$ cat src/dlr_map.svh
// Constants for the diagnostic line role controller.
`ifndef DLR_MAP_SVH
`define DLR_MAP_SVH
`define DLR_CLK_HZ        100000000
`define DLR_SLOW_BAUD     5
`define DLR_SLOW_BIT_CYC  (`DLR_CLK_HZ / `DLR_SLOW_BAUD)
`define DLR_ADDR_STD      8'h33
`define DLR_SYNC_BYTE     8'h55
`define DLR_KEY1          8'h94
`define DLR_KEY2          8'h94
`define DLR_FRAME_BITS    4'h9
`define DLR_CNT_W         32
`endif

$ cat src/dlr_pkg.sv
// Types shared by the diagnostic line role controller.
`default_nettype none
package dlr_pkg;
  typedef enum logic [3:0]
  {
    DLR_IDLE     = 4'h0,
    DLR_ADDR     = 4'h1,
    DLR_SYNC     = 4'h2,
    DLR_KEY1     = 4'h3,
    DLR_KEY2     = 4'h4,
    DLR_WAIT_INV = 4'h5,
    DLR_SEND_INV = 4'h6,
    DLR_ONLINE   = 4'h7
  } dlr_state_t;
endpackage
`default_nettype wire

$ cat src/dlr_tx.sv
// Serial frame transmitter that drives the bidirectional line low only while sending.
`timescale 1ns/1ps
`default_nettype none
`include "dlr_map.svh"
module dlr_tx
(
  input  wire logic        ref_clk_in,
  input  wire logic        srst_in,
  input  wire logic        start_in,
  input  wire logic [7:0]  data_in,
  input  wire logic [31:0] bit_cyc_in,
  output var  logic        line_out,
  output var  logic        busy_out
);
  typedef struct packed
  {
    logic        busy;
    logic        line;
    logic [9:0]  shf;
    logic [3:0]  bits;
    logic [31:0] cnt;
  } dlr_tx_st_t;
  dlr_tx_st_t s_q;
  dlr_tx_st_t s_d;

  // Shift out start bit, eight data bits LSB first, then stop bit.
  always_comb
  begin
    s_d = s_q;
    if (!s_q.busy)
    begin
      s_d.line = 1'b1;
      if (start_in)
      begin
        s_d.busy = 1'b1;
        s_d.shf  = {1'b1, data_in, 1'b0};
        s_d.line = 1'b0;
        s_d.bits = 4'h0;
        s_d.cnt  = 32'h0;
      end
    end
    else if (s_q.cnt + 32'h1 >= bit_cyc_in)
    begin
      s_d.cnt = 32'h0;
      if (s_q.bits == `DLR_FRAME_BITS)
      begin
        s_d.busy = 1'b0;
        s_d.line = 1'b1;
      end
      else
      begin
        s_d.bits = s_q.bits + 4'h1;
        s_d.shf  = {1'b1, s_q.shf[9:1]};
        s_d.line = s_q.shf[1];
      end
    end
    else
    begin
      s_d.cnt = s_q.cnt + 32'h1;
    end
  end

  // State register.
  always_ff @(posedge ref_clk_in)
  begin
    if (srst_in)
    begin
      s_q <= '{busy: 1'b0, line: 1'b1, shf: 10'h3ff, bits: 4'h0, cnt: 32'h0};
    end
    else
    begin
      s_q <= s_d;
    end
  end

  assign line_out = s_q.line;
  assign busy_out = s_q.busy;
endmodule
`default_nettype wire

$ cat src/dlr_ctrl.sv
// On-board control unit end of the diagnostic line pair: role, direction and wake-up handling.
// Function
// - Works with data line alone or both lines.
// - Data line bidirectional, driven in phases.
// - After address, init continues on data line.
// - Then requests and responses use data line.
// - Other units' data never starts our session.
// - Send sync only in our assigned slot.
// - Prevent collisions for sync and responses.
// - Unit answers inverted address.
`timescale 1ns/1ps
`default_nettype none
`include "dlr_map.svh"
module dlr_ctrl
#(
  parameter logic [31:0] SLOW_BIT_CYC = `DLR_SLOW_BIT_CYC,
  parameter logic [31:0] SLOT_CYC     = 32'h0
)
(
  input  wire logic              ref_clk_in,
  input  wire logic              srst_in,
  input  wire logic              two_wire_in,
  input  wire logic [7:0]        my_addr_in,
  input  wire logic [31:0]       fast_bit_cyc_in,
  input  wire logic              kline_in,
  input  wire logic              lline_in,
  input  wire logic              other_tx_in,
  input  wire logic              resp_req_in,
  input  wire logic [7:0]        resp_data_in,
  output var  logic              kline_out,
  output var  logic              kline_oe_out,
  output var  logic              online_out,
  output var  logic              resp_done_out,
  output var  dlr_pkg::dlr_state_t state_out
);
  import dlr_pkg::*;

  typedef struct packed
  {
    dlr_state_t  st;
    logic [31:0] cnt;
    logic [3:0]  bits;
    logic [7:0]  shf;
    logic        rx_act;
    logic        kprev;
    logic        tx_go;
    logic [7:0]  tx_data;
    logic        use_fast;
    logic        oe;
    logic        kout;
    logic        online;
    logic        done;
    logic        wait_tx;
  } dlr_st_t;
  dlr_st_t s_q;
  dlr_st_t s_d;

  logic tx_line;
  logic tx_busy;

  // Frame transmitter shared by header, handshake and responses.
  dlr_tx u_tx
  (
    .ref_clk_in (ref_clk_in),
    .srst_in    (srst_in),
    .start_in   (s_q.tx_go),
    .data_in    (s_q.tx_data),
    .bit_cyc_in (s_q.use_fast ? fast_bit_cyc_in : SLOW_BIT_CYC),
    .line_out   (tx_line),
    .busy_out   (tx_busy)
  );

  // Odd-parity form of a seven bit key word.
  function automatic logic [7:0] key_parity(input logic [7:0] k);
    key_parity = {~^k[6:0], k[6:0]};
  endfunction

  // Address sample: reads high only when both lines are high in two-wire wiring.
  logic addr_bit;
  assign addr_bit = two_wire_in ? (kline_in & lline_in) : kline_in;

  // Main sequencer.
  always_comb
  begin
    s_d       = s_q;
    s_d.tx_go = 1'b0;
    s_d.done  = 1'b0;
    s_d.kprev = addr_bit;
    case (s_q.st)
      DLR_IDLE:
      begin
        if (s_q.kprev && !addr_bit && !other_tx_in)
        begin
          s_d.st     = DLR_ADDR;
          s_d.cnt    = 32'h0;
          s_d.bits   = 4'h0;
          s_d.rx_act = 1'b1;
        end
      end
      DLR_ADDR:
      begin
        if (s_q.cnt + 32'h1 >= ((s_q.bits == 4'h0) ? (SLOW_BIT_CYC >> 1) : SLOW_BIT_CYC))
        begin
          s_d.cnt  = 32'h0;
          s_d.bits = s_q.bits + 4'h1;
          if (s_q.bits == 4'h0 && addr_bit)
          begin
            s_d.st = DLR_IDLE;
          end
          else if (s_q.bits >= 4'h1 && s_q.bits <= 4'h8)
          begin
            s_d.shf = {addr_bit, s_q.shf[7:1]};
          end
          else if (s_q.bits == `DLR_FRAME_BITS)
          begin
            if (addr_bit && s_q.shf == my_addr_in)
            begin
              s_d.st  = DLR_SYNC;
              s_d.cnt = 32'h0;
            end
            else
            begin
              s_d.st = DLR_IDLE;
            end
          end
        end
        else
        begin
          s_d.cnt = s_q.cnt + 32'h1;
        end
      end
      DLR_SYNC:
      begin
        // Wait own slot, then send sync
        if (s_q.cnt >= SLOT_CYC && !tx_busy && !other_tx_in)
        begin
          s_d.tx_go    = 1'b1;
          s_d.tx_data  = `DLR_SYNC_BYTE;
          s_d.use_fast = 1'b1;
          s_d.st       = DLR_KEY1;
          s_d.wait_tx  = 1'b1;
        end
        else
        begin
          s_d.cnt = s_q.cnt + 32'h1;
        end
      end
      DLR_KEY1, DLR_KEY2:
      begin
        if (s_q.wait_tx)
        begin
          s_d.wait_tx = 1'b0;
        end
        else if (!tx_busy)
        begin
          s_d.tx_go   = 1'b1;
          s_d.wait_tx = 1'b1;
          s_d.tx_data = key_parity((s_q.st == DLR_KEY1) ? `DLR_KEY1 : `DLR_KEY2);
          s_d.st      = (s_q.st == DLR_KEY1) ? DLR_KEY2 : DLR_WAIT_INV;
        end
      end
      DLR_WAIT_INV:
      begin
        if (s_q.wait_tx)
        begin
          s_d.wait_tx = tx_busy | s_q.tx_go;
          s_d.bits    = 4'h0;
          s_d.rx_act  = 1'b0;
        end
        else if (!s_q.rx_act)
        begin
          if (s_q.kprev && !kline_in)
          begin
            s_d.rx_act = 1'b1;
            s_d.cnt    = 32'h0;
            s_d.bits   = 4'h0;
          end
        end
        else if (s_q.cnt + 32'h1 >= ((s_q.bits == 4'h0) ? (fast_bit_cyc_in >> 1) : fast_bit_cyc_in))
        begin
          s_d.cnt  = 32'h0;
          s_d.bits = s_q.bits + 4'h1;
          if (s_q.bits >= 4'h1 && s_q.bits <= 4'h8)
          begin
            s_d.shf = {kline_in, s_q.shf[7:1]};
          end
          else if (s_q.bits == `DLR_FRAME_BITS)
          begin
            s_d.rx_act = 1'b0;
            s_d.st     = (s_q.shf == ~key_parity(`DLR_KEY2)) ? DLR_SEND_INV : DLR_IDLE;
          end
        end
        else
        begin
          s_d.cnt = s_q.cnt + 32'h1;
        end
      end
      DLR_SEND_INV:
      begin
        s_d.tx_go   = 1'b1;
        s_d.tx_data = ~my_addr_in;
        s_d.st      = DLR_ONLINE;
        s_d.wait_tx = 1'b1;
        s_d.online  = 1'b1;
      end
      DLR_ONLINE:
      begin
        if (s_q.wait_tx)
        begin
          s_d.wait_tx = tx_busy | s_q.tx_go;
          s_d.done    = ~(tx_busy | s_q.tx_go);
        end
        else if (resp_req_in && !other_tx_in)
        begin
          s_d.tx_go   = 1'b1;
          s_d.tx_data = resp_data_in;
          s_d.wait_tx = 1'b1;
        end
      end
      default:
      begin
        s_d.st = DLR_IDLE;
      end
    endcase
    s_d.oe   = tx_busy & ~tx_line;
    s_d.kout = tx_busy ? tx_line : 1'b1;
  end

  // State register.
  always_ff @(posedge ref_clk_in)
  begin
    if (srst_in)
    begin
      s_q <= '{st: DLR_IDLE, cnt: 32'h0, bits: 4'h0, shf: 8'h00, rx_act: 1'b0, kprev: 1'b1,
               tx_go: 1'b0, tx_data: 8'hff, use_fast: 1'b0, oe: 1'b0, kout: 1'b1,
               online: 1'b0, done: 1'b0, wait_tx: 1'b0};
    end
    else
    begin
      s_q <= s_d;
    end
  end

  assign kline_out     = s_q.kout;
  assign kline_oe_out  = s_q.oe;
  assign online_out    = s_q.online;
  assign resp_done_out = s_q.done;
  assign state_out     = s_q.st;

  property p_release;
    @(posedge ref_clk_in) disable iff (srst_in) !kline_oe_out |-> kline_out;
  endproperty
  a_release: assert property (p_release) else $error("line not released high");

  property p_drive_busy;
    @(posedge ref_clk_in) disable iff (srst_in) kline_oe_out |-> $past(tx_busy);
  endproperty
  a_drive_busy: assert property (p_drive_busy) else $error("drive without frame");

  // Other unit traffic never starts a session.
  property p_no_cross;
    @(posedge ref_clk_in) disable iff (srst_in)
      (s_q.st == DLR_IDLE && other_tx_in) |=> s_q.st == DLR_IDLE;
  endproperty
  a_no_cross: assert property (p_no_cross) else $error("cross initialisation");

  // No sync or response frame starts while another unit sends.
  property p_no_collide;
    @(posedge ref_clk_in) disable iff (srst_in)
      (other_tx_in && (s_q.st == DLR_SYNC || s_q.st == DLR_ONLINE) && !s_q.wait_tx) |=> !s_q.tx_go;
  endproperty
  a_no_collide: assert property (p_no_collide) else $error("simultaneous reply");

  property p_inv_addr;
    @(posedge ref_clk_in) disable iff (srst_in)
      s_q.st == DLR_SEND_INV |=> (s_q.tx_go && s_q.tx_data == ~my_addr_in && s_q.st == DLR_ONLINE);
  endproperty
  a_inv_addr: assert property (p_inv_addr) else $error("no inverted address");

  property p_online;
    @(posedge ref_clk_in) disable iff (srst_in) s_q.st == DLR_ONLINE |=> online_out;
  endproperty
  a_online: assert property (p_online) else $error("online lost");

  // Sync frame starts at fast rate.
  property p_sync;
    @(posedge ref_clk_in) disable iff (srst_in)
      $rose(s_q.st == DLR_KEY1) |-> (s_q.tx_data == `DLR_SYNC_BYTE && s_q.use_fast);
  endproperty
  a_sync: assert property (p_sync) else $error("sync byte wrong");

  property p_idle_quiet;
    @(posedge ref_clk_in) disable iff (srst_in) (s_q.st == DLR_ADDR) [*2] |-> !kline_oe_out;
  endproperty
  a_idle_quiet: assert property (p_idle_quiet) else $error("drive during address");

  c_addr: cover property (@(posedge ref_clk_in) disable iff (srst_in) s_q.st == DLR_SYNC);
  c_online: cover property (@(posedge ref_clk_in) disable iff (srst_in) $rose(online_out));
  c_resp: cover property (@(posedge ref_clk_in) disable iff (srst_in) resp_done_out);
endmodule
`default_nettype wire

$ cat config.mk
export PLATFORM = sky130hd
export DESIGN_NAME = dlr_ctrl
export DESIGN_NICKNAME = d
export VERILOG_FILES = /design/src/dlr_pkg.sv /design/src/dlr_tx.sv /design/src/dlr_ctrl.sv
export VERILOG_INCLUDE_DIRS = /design/src
export SDC_FILE = /design/constraint.sdc
export NUM_CORES = 1
export LEC_CHECK = 0
export CAP_MARGIN = 30
export CORE_MARGIN = 1
export CORE_UTILIZATION = 40
export DETAILED_ROUTE_END_ITERATION = 6
export DONT_BUFFER_PORTS = 1
export PLACE_DENSITY = 0.66
export REMOVE_ABC_BUFFERS = 1
export SLEW_MARGIN = 30
export SYNTH_ARGS = -nofsm -noshare
export SYNTH_HDL_FRONTEND = slang
export SYNTH_SLANG_ARGS = --single-unit
$ cat constraint.sdc
create_clock -name ref_clk_in -period 4.2 [get_ports ref_clk_in]
set_clock_uncertainty 0.05 [all_clocks]
set_input_delay 0.21 -clock ref_clk_in [delete_from_list [all_inputs] [get_ports ref_clk_in]]
set_output_delay 0.21 -clock ref_clk_in [all_outputs]
set_load 0.01 [all_outputs]
Word level (Yosys, flattened, before mapping)
Cells that the tools add are included.
Widths: inputs -> output; s select.
Word-level totals
  output and inout port bits: 8
  input bits: 55
  logic and storage cells: 171
  register bits: 113
Cells by class
  eq/ne operators: 34
  order comparisons: 6
  reductions and logical operators: 34
  bitwise gates (word level): 9
  multiplexer cells: 65
  $add $sub $neg: 4
Operators by type and width (number)
  $mux 32: 7
  $mux 36: 5
  $pmux 32 s4: 1
  $mux 48: 2
  $add 32x1->32 const B: 2
  $ge 32x32->1: 2
  $mux 4: 10
  $mux 40: 1
  $mux 8: 5
  $mux 9: 4
  $ne 2x2->1 const B: 18
  $pmux 9 s4: 1
  $ge 32x1->1 const B: 1
  $ge 32x25->1: 1
  $pmux 4 s7: 1
  $mux 25: 1
  $eq 4x3->1 const B: 4
  $mux 1: 16
  $mux 16: 1
  $pmux 8 s2: 1
  $mux 14: 1
  $mux 13: 1
  $reduce_and 13->1: 1
  $mux 12: 1
  34 further kinds: 64

Depth between registers and ports, before layout
  depth after elaboration: 9
  depth in mapped cells: 21
  mapped depth without buffers: 17

Cells and area by module
From an unflattened synthesis, not the netlist that was laid out.
Second synthesis, totals
  cell total of the unflattened synthesis: 1138
  area, all modules: 8927.3 um2
By module, submodules not included
  dlr_ctrl: times used 1, cells an instance 693, seq. area each 1281.2 um2, area an instance 5445.2 um2
  dlr_tx: times used 1, cells an instance 445, seq. area each 940.9 um2, area an instance 3482.1 um2

Worst setup path before layout
No wires, ideal clock.
  path type: register to register
  start point: register u_tx.s_q[4] (netlist name)
  end point: register u_tx.s_q[37] (netlist name)
  setup slack: -0.228 ns
  required time: 4.036 ns
  setup time: 0.114 ns
  buffers on the path: 2
  arrival time: 4.264 ns
  cell stages (with the launch flop): 18
  clock period less this slack: 4.428 ns
  cells stage by stage: dfxtp_1 and4_1 nand4_1 nor3_1 and3_1 clkbuf_1 and3_1 nand4_1 xnor2_1 ha_1 nand4_1 nor2_1 nand4_1 o31ai_1 and3_1 clkbuf_1 nor2_1 a21o_1
On the way
  word-level cells in the longest chain between the ends: 4
RTL lines
  from (decl): RTL line dlr_tx.sv:23  | dlr_tx_st_t s_q;
  from (signal assigned): RTL line dlr_tx.sv:68  | s_q <= '{busy: 1'b0, line: 1'b1, shf: 10'h3ff, bits: 4'h0, cnt: 32'h0};
  $add 32x1->32: RTL line dlr_tx.sv:42  | else if (s_q.cnt + 32'h1 >= bit_cyc_in)
  $ge 32x32->1: RTL line dlr_tx.sv:42
  $ne 2x2->1 (no line)
  $reduce_and 3->1 (no line)
No other way between the ends.
A chain may end at the register's enable or synchronous reset.

Final worst setup path
  start point: register s_q[30] (netlist name)
  end point: register s_q[23] (netlist name)
On the way
  word-level cells in the longest chain between the ends: 4
  elaborated cells on any way between the ends: 6
  classes of those cells: add/sub: 1; order compare: 2; eq/ne: 2; reduce/logical: 1
RTL lines
  from (decl): RTL line dlr_ctrl.sv:55  | dlr_st_t s_q;
  from (signal assigned): RTL line dlr_ctrl.sv:234  | s_q <= '{st: DLR_IDLE, cnt: 32'h0, bits: 4'h0, shf: 8'h00, rx_act: 1'b0, kprev: 1'b1,
  $add 32x1->32 *: RTL line dlr_ctrl.sv:102, dlr_ctrl.sv:179
  $ge 32x32->1 / $ge 32x25->1 (equally long branches): RTL line dlr_ctrl.sv:179, dlr_ctrl.sv:102
  $ne 2x2->1 (no line)
  $reduce_and 8->1 (no line) *
Mark *: on every way between the ends. The rest lies on a longest branch, timed or not.

==> flow_summary.json <==
{
  "status": "finished clean",
  "max_stage_delay_ps": 670,
  "clock_latency_ps": 380,
  "final-setup-viol-count": 0,
  "numCtsBuffers": 9,
  "cts_tree": "yes",
  "fin_total_pwr_mw": 2.67,
  "cts.sinks": 111,
  "tightest_slew_ps": 938,
  "dp_hpwl_mm": 16.2,
  "crit_slowest_cell": "or4_2",
  "post-route-min-period_ps": 4010,
  "grt_pass1_wl_mm": 35.0,
  "path_delay_family": "simple AND/OR/NAND/NOR gates",
  "critPathKind": "reg -> reg",
  "worst_slack_ps": 190,
  "antenna_left": 0,
  "dieArea_sq_mm": 0.0216,
  "synth_seq_area_share_pct": 26.4,
  "start_util_pct": 41.2,
  "crit_required_ps": 4450,
  "slew_viol_final": 0,
  "cp.depth": 17,
  "critPathLaunchType": "flip-flop",
  "wire_per_inst_microns": 16.0,
  "cts_root_buffer": "clkbuf_16",
  "dpl_cell_area_sq_mm": 0.00905,
  "power_density_mw_per_mm2": 277,
  "crit_top_cell": "buf_4",
  "grt_overflow_total": 0,
  "yosysTopAreaCellShare_pct": 26.4,
  "synth_common_cells": "nand2_1, dfxtp_1, ha_1",
  "hold_violations": 0,
  "pre_cts_ws_ps": 4.78,
  "drive_gt1_share_pct": 14.2,
  "n_antenna_cell": 0,
  "rr_worst_depth": 17,
  "cp_max_fo": 8,
  "fin_crit_sh_pct": 95.5,
  "io_buffers": 0,
  "first_pass_iters": 6,
  "cp-end-kind": "flip-flop",
  "yosysUniqueCellTypes": 78,
  "drv_cap": 0,
  "crit_arrival_ps": 4260,
  "avgViaCountPerCell": 5.59,
  "h-tree-depth": 3,
  "dieHeight_microns": 147,
  "pin_count": 63,
  "crit_chain": "ha_1 -> and4_4 -> nand4_4 -> or4_2 -> nand2_1 -> ha_1 -> nand4_1 -> a2111o_1 -> a211oi_2 -> a21oi_2 -> buf_4 -> nand2_1 -> buf_4 -> nand2_4 -> nor4_4 -> buf_4 -> mux2i_1",
  "min_path_cells": 2,
  "rows": 52,
  "synth_top_area_cell": "dfxtp_1",
  "finalWeightedCongestion": 0.877,
  "synth-main-ff-cell": "dfxtp_1",
  "core_sq_mm": 0.0204,
  "fill_cells": 1997,
  "clk_path_buf_depth": 2,
  "syn_area_per_cell_sq_um": 8.28,
  "drc": 0,
  "synth_edf_count": 0,
  "vias": 7452,
  "antenna_found_initial": 0,
  "hold_class": "in -> reg",
  "slew_headroom_pct": 37.4,
  "initialDrtViolationCount": 352,
  "fmax_ghz": 0.249,
  "yosysWarnings": 0,
  "clkTransAtPathRegs_ps": 80,
  "area_growth_pct": 14.3,
  "ys_ff_latch": 111,
  "leakagePower_nw": 4.01,
  "final_area_sq_mm": 0.00963,
  "critPathBufInv": 3,
  "grt_usage_pct": 20.0,
  "whs_ps": 30.4,
  "wl_mm": 21.4,
  "syn_area_sq_mm": 0.00842,
  "async_flop_share_pct": 0,
  "max-vdd-ir-drop_mv": 0.207,
  "grt_pass1_vias": 6943,
  "yosysMostFrequentCell": "nand2_1",
  "synth.area.top_cells": "dfxtp_1, ha_1, nand2_1",
  "grt_max_degree": 53,
  "syn_inst": 1017,
  "nets": 1195,
  "die_x_microns": 147
}
## placed cells by master, fill, tap and decap left out, types with 22 or more instances in the layout
| master | Yosys | layout |
|---|---|---|
| ha_1 | 83 | 83 |
| dfxtp_1 | 111 | 103 |
| a21oi_1 | 34 | 33 |
| nor3_1 | 29 | 25 |
| nor2_1 | 61 | 59 |
| nand4_1 | 28 | 28 |
| nand2b_1 | 41 | 41 |
| nand3_1 | 34 | 34 |
| mux2i_1 | 40 | 40 |
| xnor2_1 | 44 | 42 |
| o21ai_0 | 46 | 45 |
| a21o_1 | 22 | 22 |
| xor2_1 | 34 | 34 |
| buf_4 | 11 | 68 |
| nand2_1 | 125 | 125 |
## what timing repair did
item | 4_1_cts | 5_1_grt
hold endpoints to repair | 53 | 0
resized for setup | 1 | 34
endpoints found under the setup margin | 9 | 90
buffers inserted | 0 | 5
pin swaps | 1 | 7
hold buffers | 9 | 0
## cell families (layout without fill, tap and decap cells)
group | Yosys count | after routing | share of synthesized area (%)
simple gates | 418 | 418 | 26.1
compound gates | 209 | 209 | 17.6
flops | 111 | 111 | 26.4
fa+ha+maj | 83 | 83 | 12.3
xor+xnor | 78 | 78 | 8.11
buf+inv | 74 | 119 | 4.20
mux | 43 | 43 | 5.16
other cells | 1 | 1 | 0.0445
## final cells by class
type,count,area (sq um),share of cell area [%]
Clock buffer,9,225,2.34
Multi-Input combinational cell,832,5990,62.2
Timing Repair Buffer,80,671,6.97
Sequential cell,111,2230,23.2
Inverter,23,86.3,0.897
Clock inverter,7,88.8,0.923
Tap cell,270,338,3.51
## flip-flops by register name (all words and copies together), names as in the netlist
signal / count
u_tx.line_out: 1
online_out: 1
state_out: 3
u_tx.busy_out: 1
kline_oe_out: 1
s_q: 57
u_tx.s_q: 45
resp_done_out: 1
kline_out: 1
## metal layers
| metal | part of all wire (%) | vias up | track usage, % | wire (microns) |
|---|---|---|---|---|
| li1 | - | 3784 | - | - |
| met1 | 47 | 3490 | 26.7 | 10100 |
| met2 | 47 | 163 | 33.1 | 9950 |
| met3 | 5.2 | 15 | 3.63 | 1110 |
| met4 | 1.1 | 0 | 5.15 | 236 |
| met5 | 0 | - | 0 | 0 |
## where the power goes
part	leakage, nW	switching, mW	internal (mW)
sequential	0.899	0.0346	1.06
combinational	2.96	0.385	0.278
clock	0.153	0.473	0.435
## final timing paths
path	from	endpoint	slack (ps)
worst max-delay path	s_q[30]	s_q[23]	190
worst min-delay path	srst_in	kline_out	30
worst max register to register	s_q[30]	s_q[23]	190
worst min register to register	u_tx.s_q[37]	u_tx.s_q[37]	410
## worst register-to-register path, delay by kind of cell, from the launching register on
family,cells,cell delay (ps)
multiplexers,1,200
buffers and inverters,3,530
AO/OA/AOI/OAI,3,760
flip-flops,1,380
adder cells (fa/ha/maj),2,360
AND/OR/NAND/NOR,8,1670
## per-stage QoR
step	util (%)	TNS [ps]	cells
3_3_place_gp	44.3	0	1302
3_5_place_dp	44.3	0	1302
4_1_cts	46.3	0	1327
5_1_grt	47.1	-192	1332
2_1_floorplan	-	-34230	966
6_report	47.1	0	1332
(Power assumes the default switching activity.)
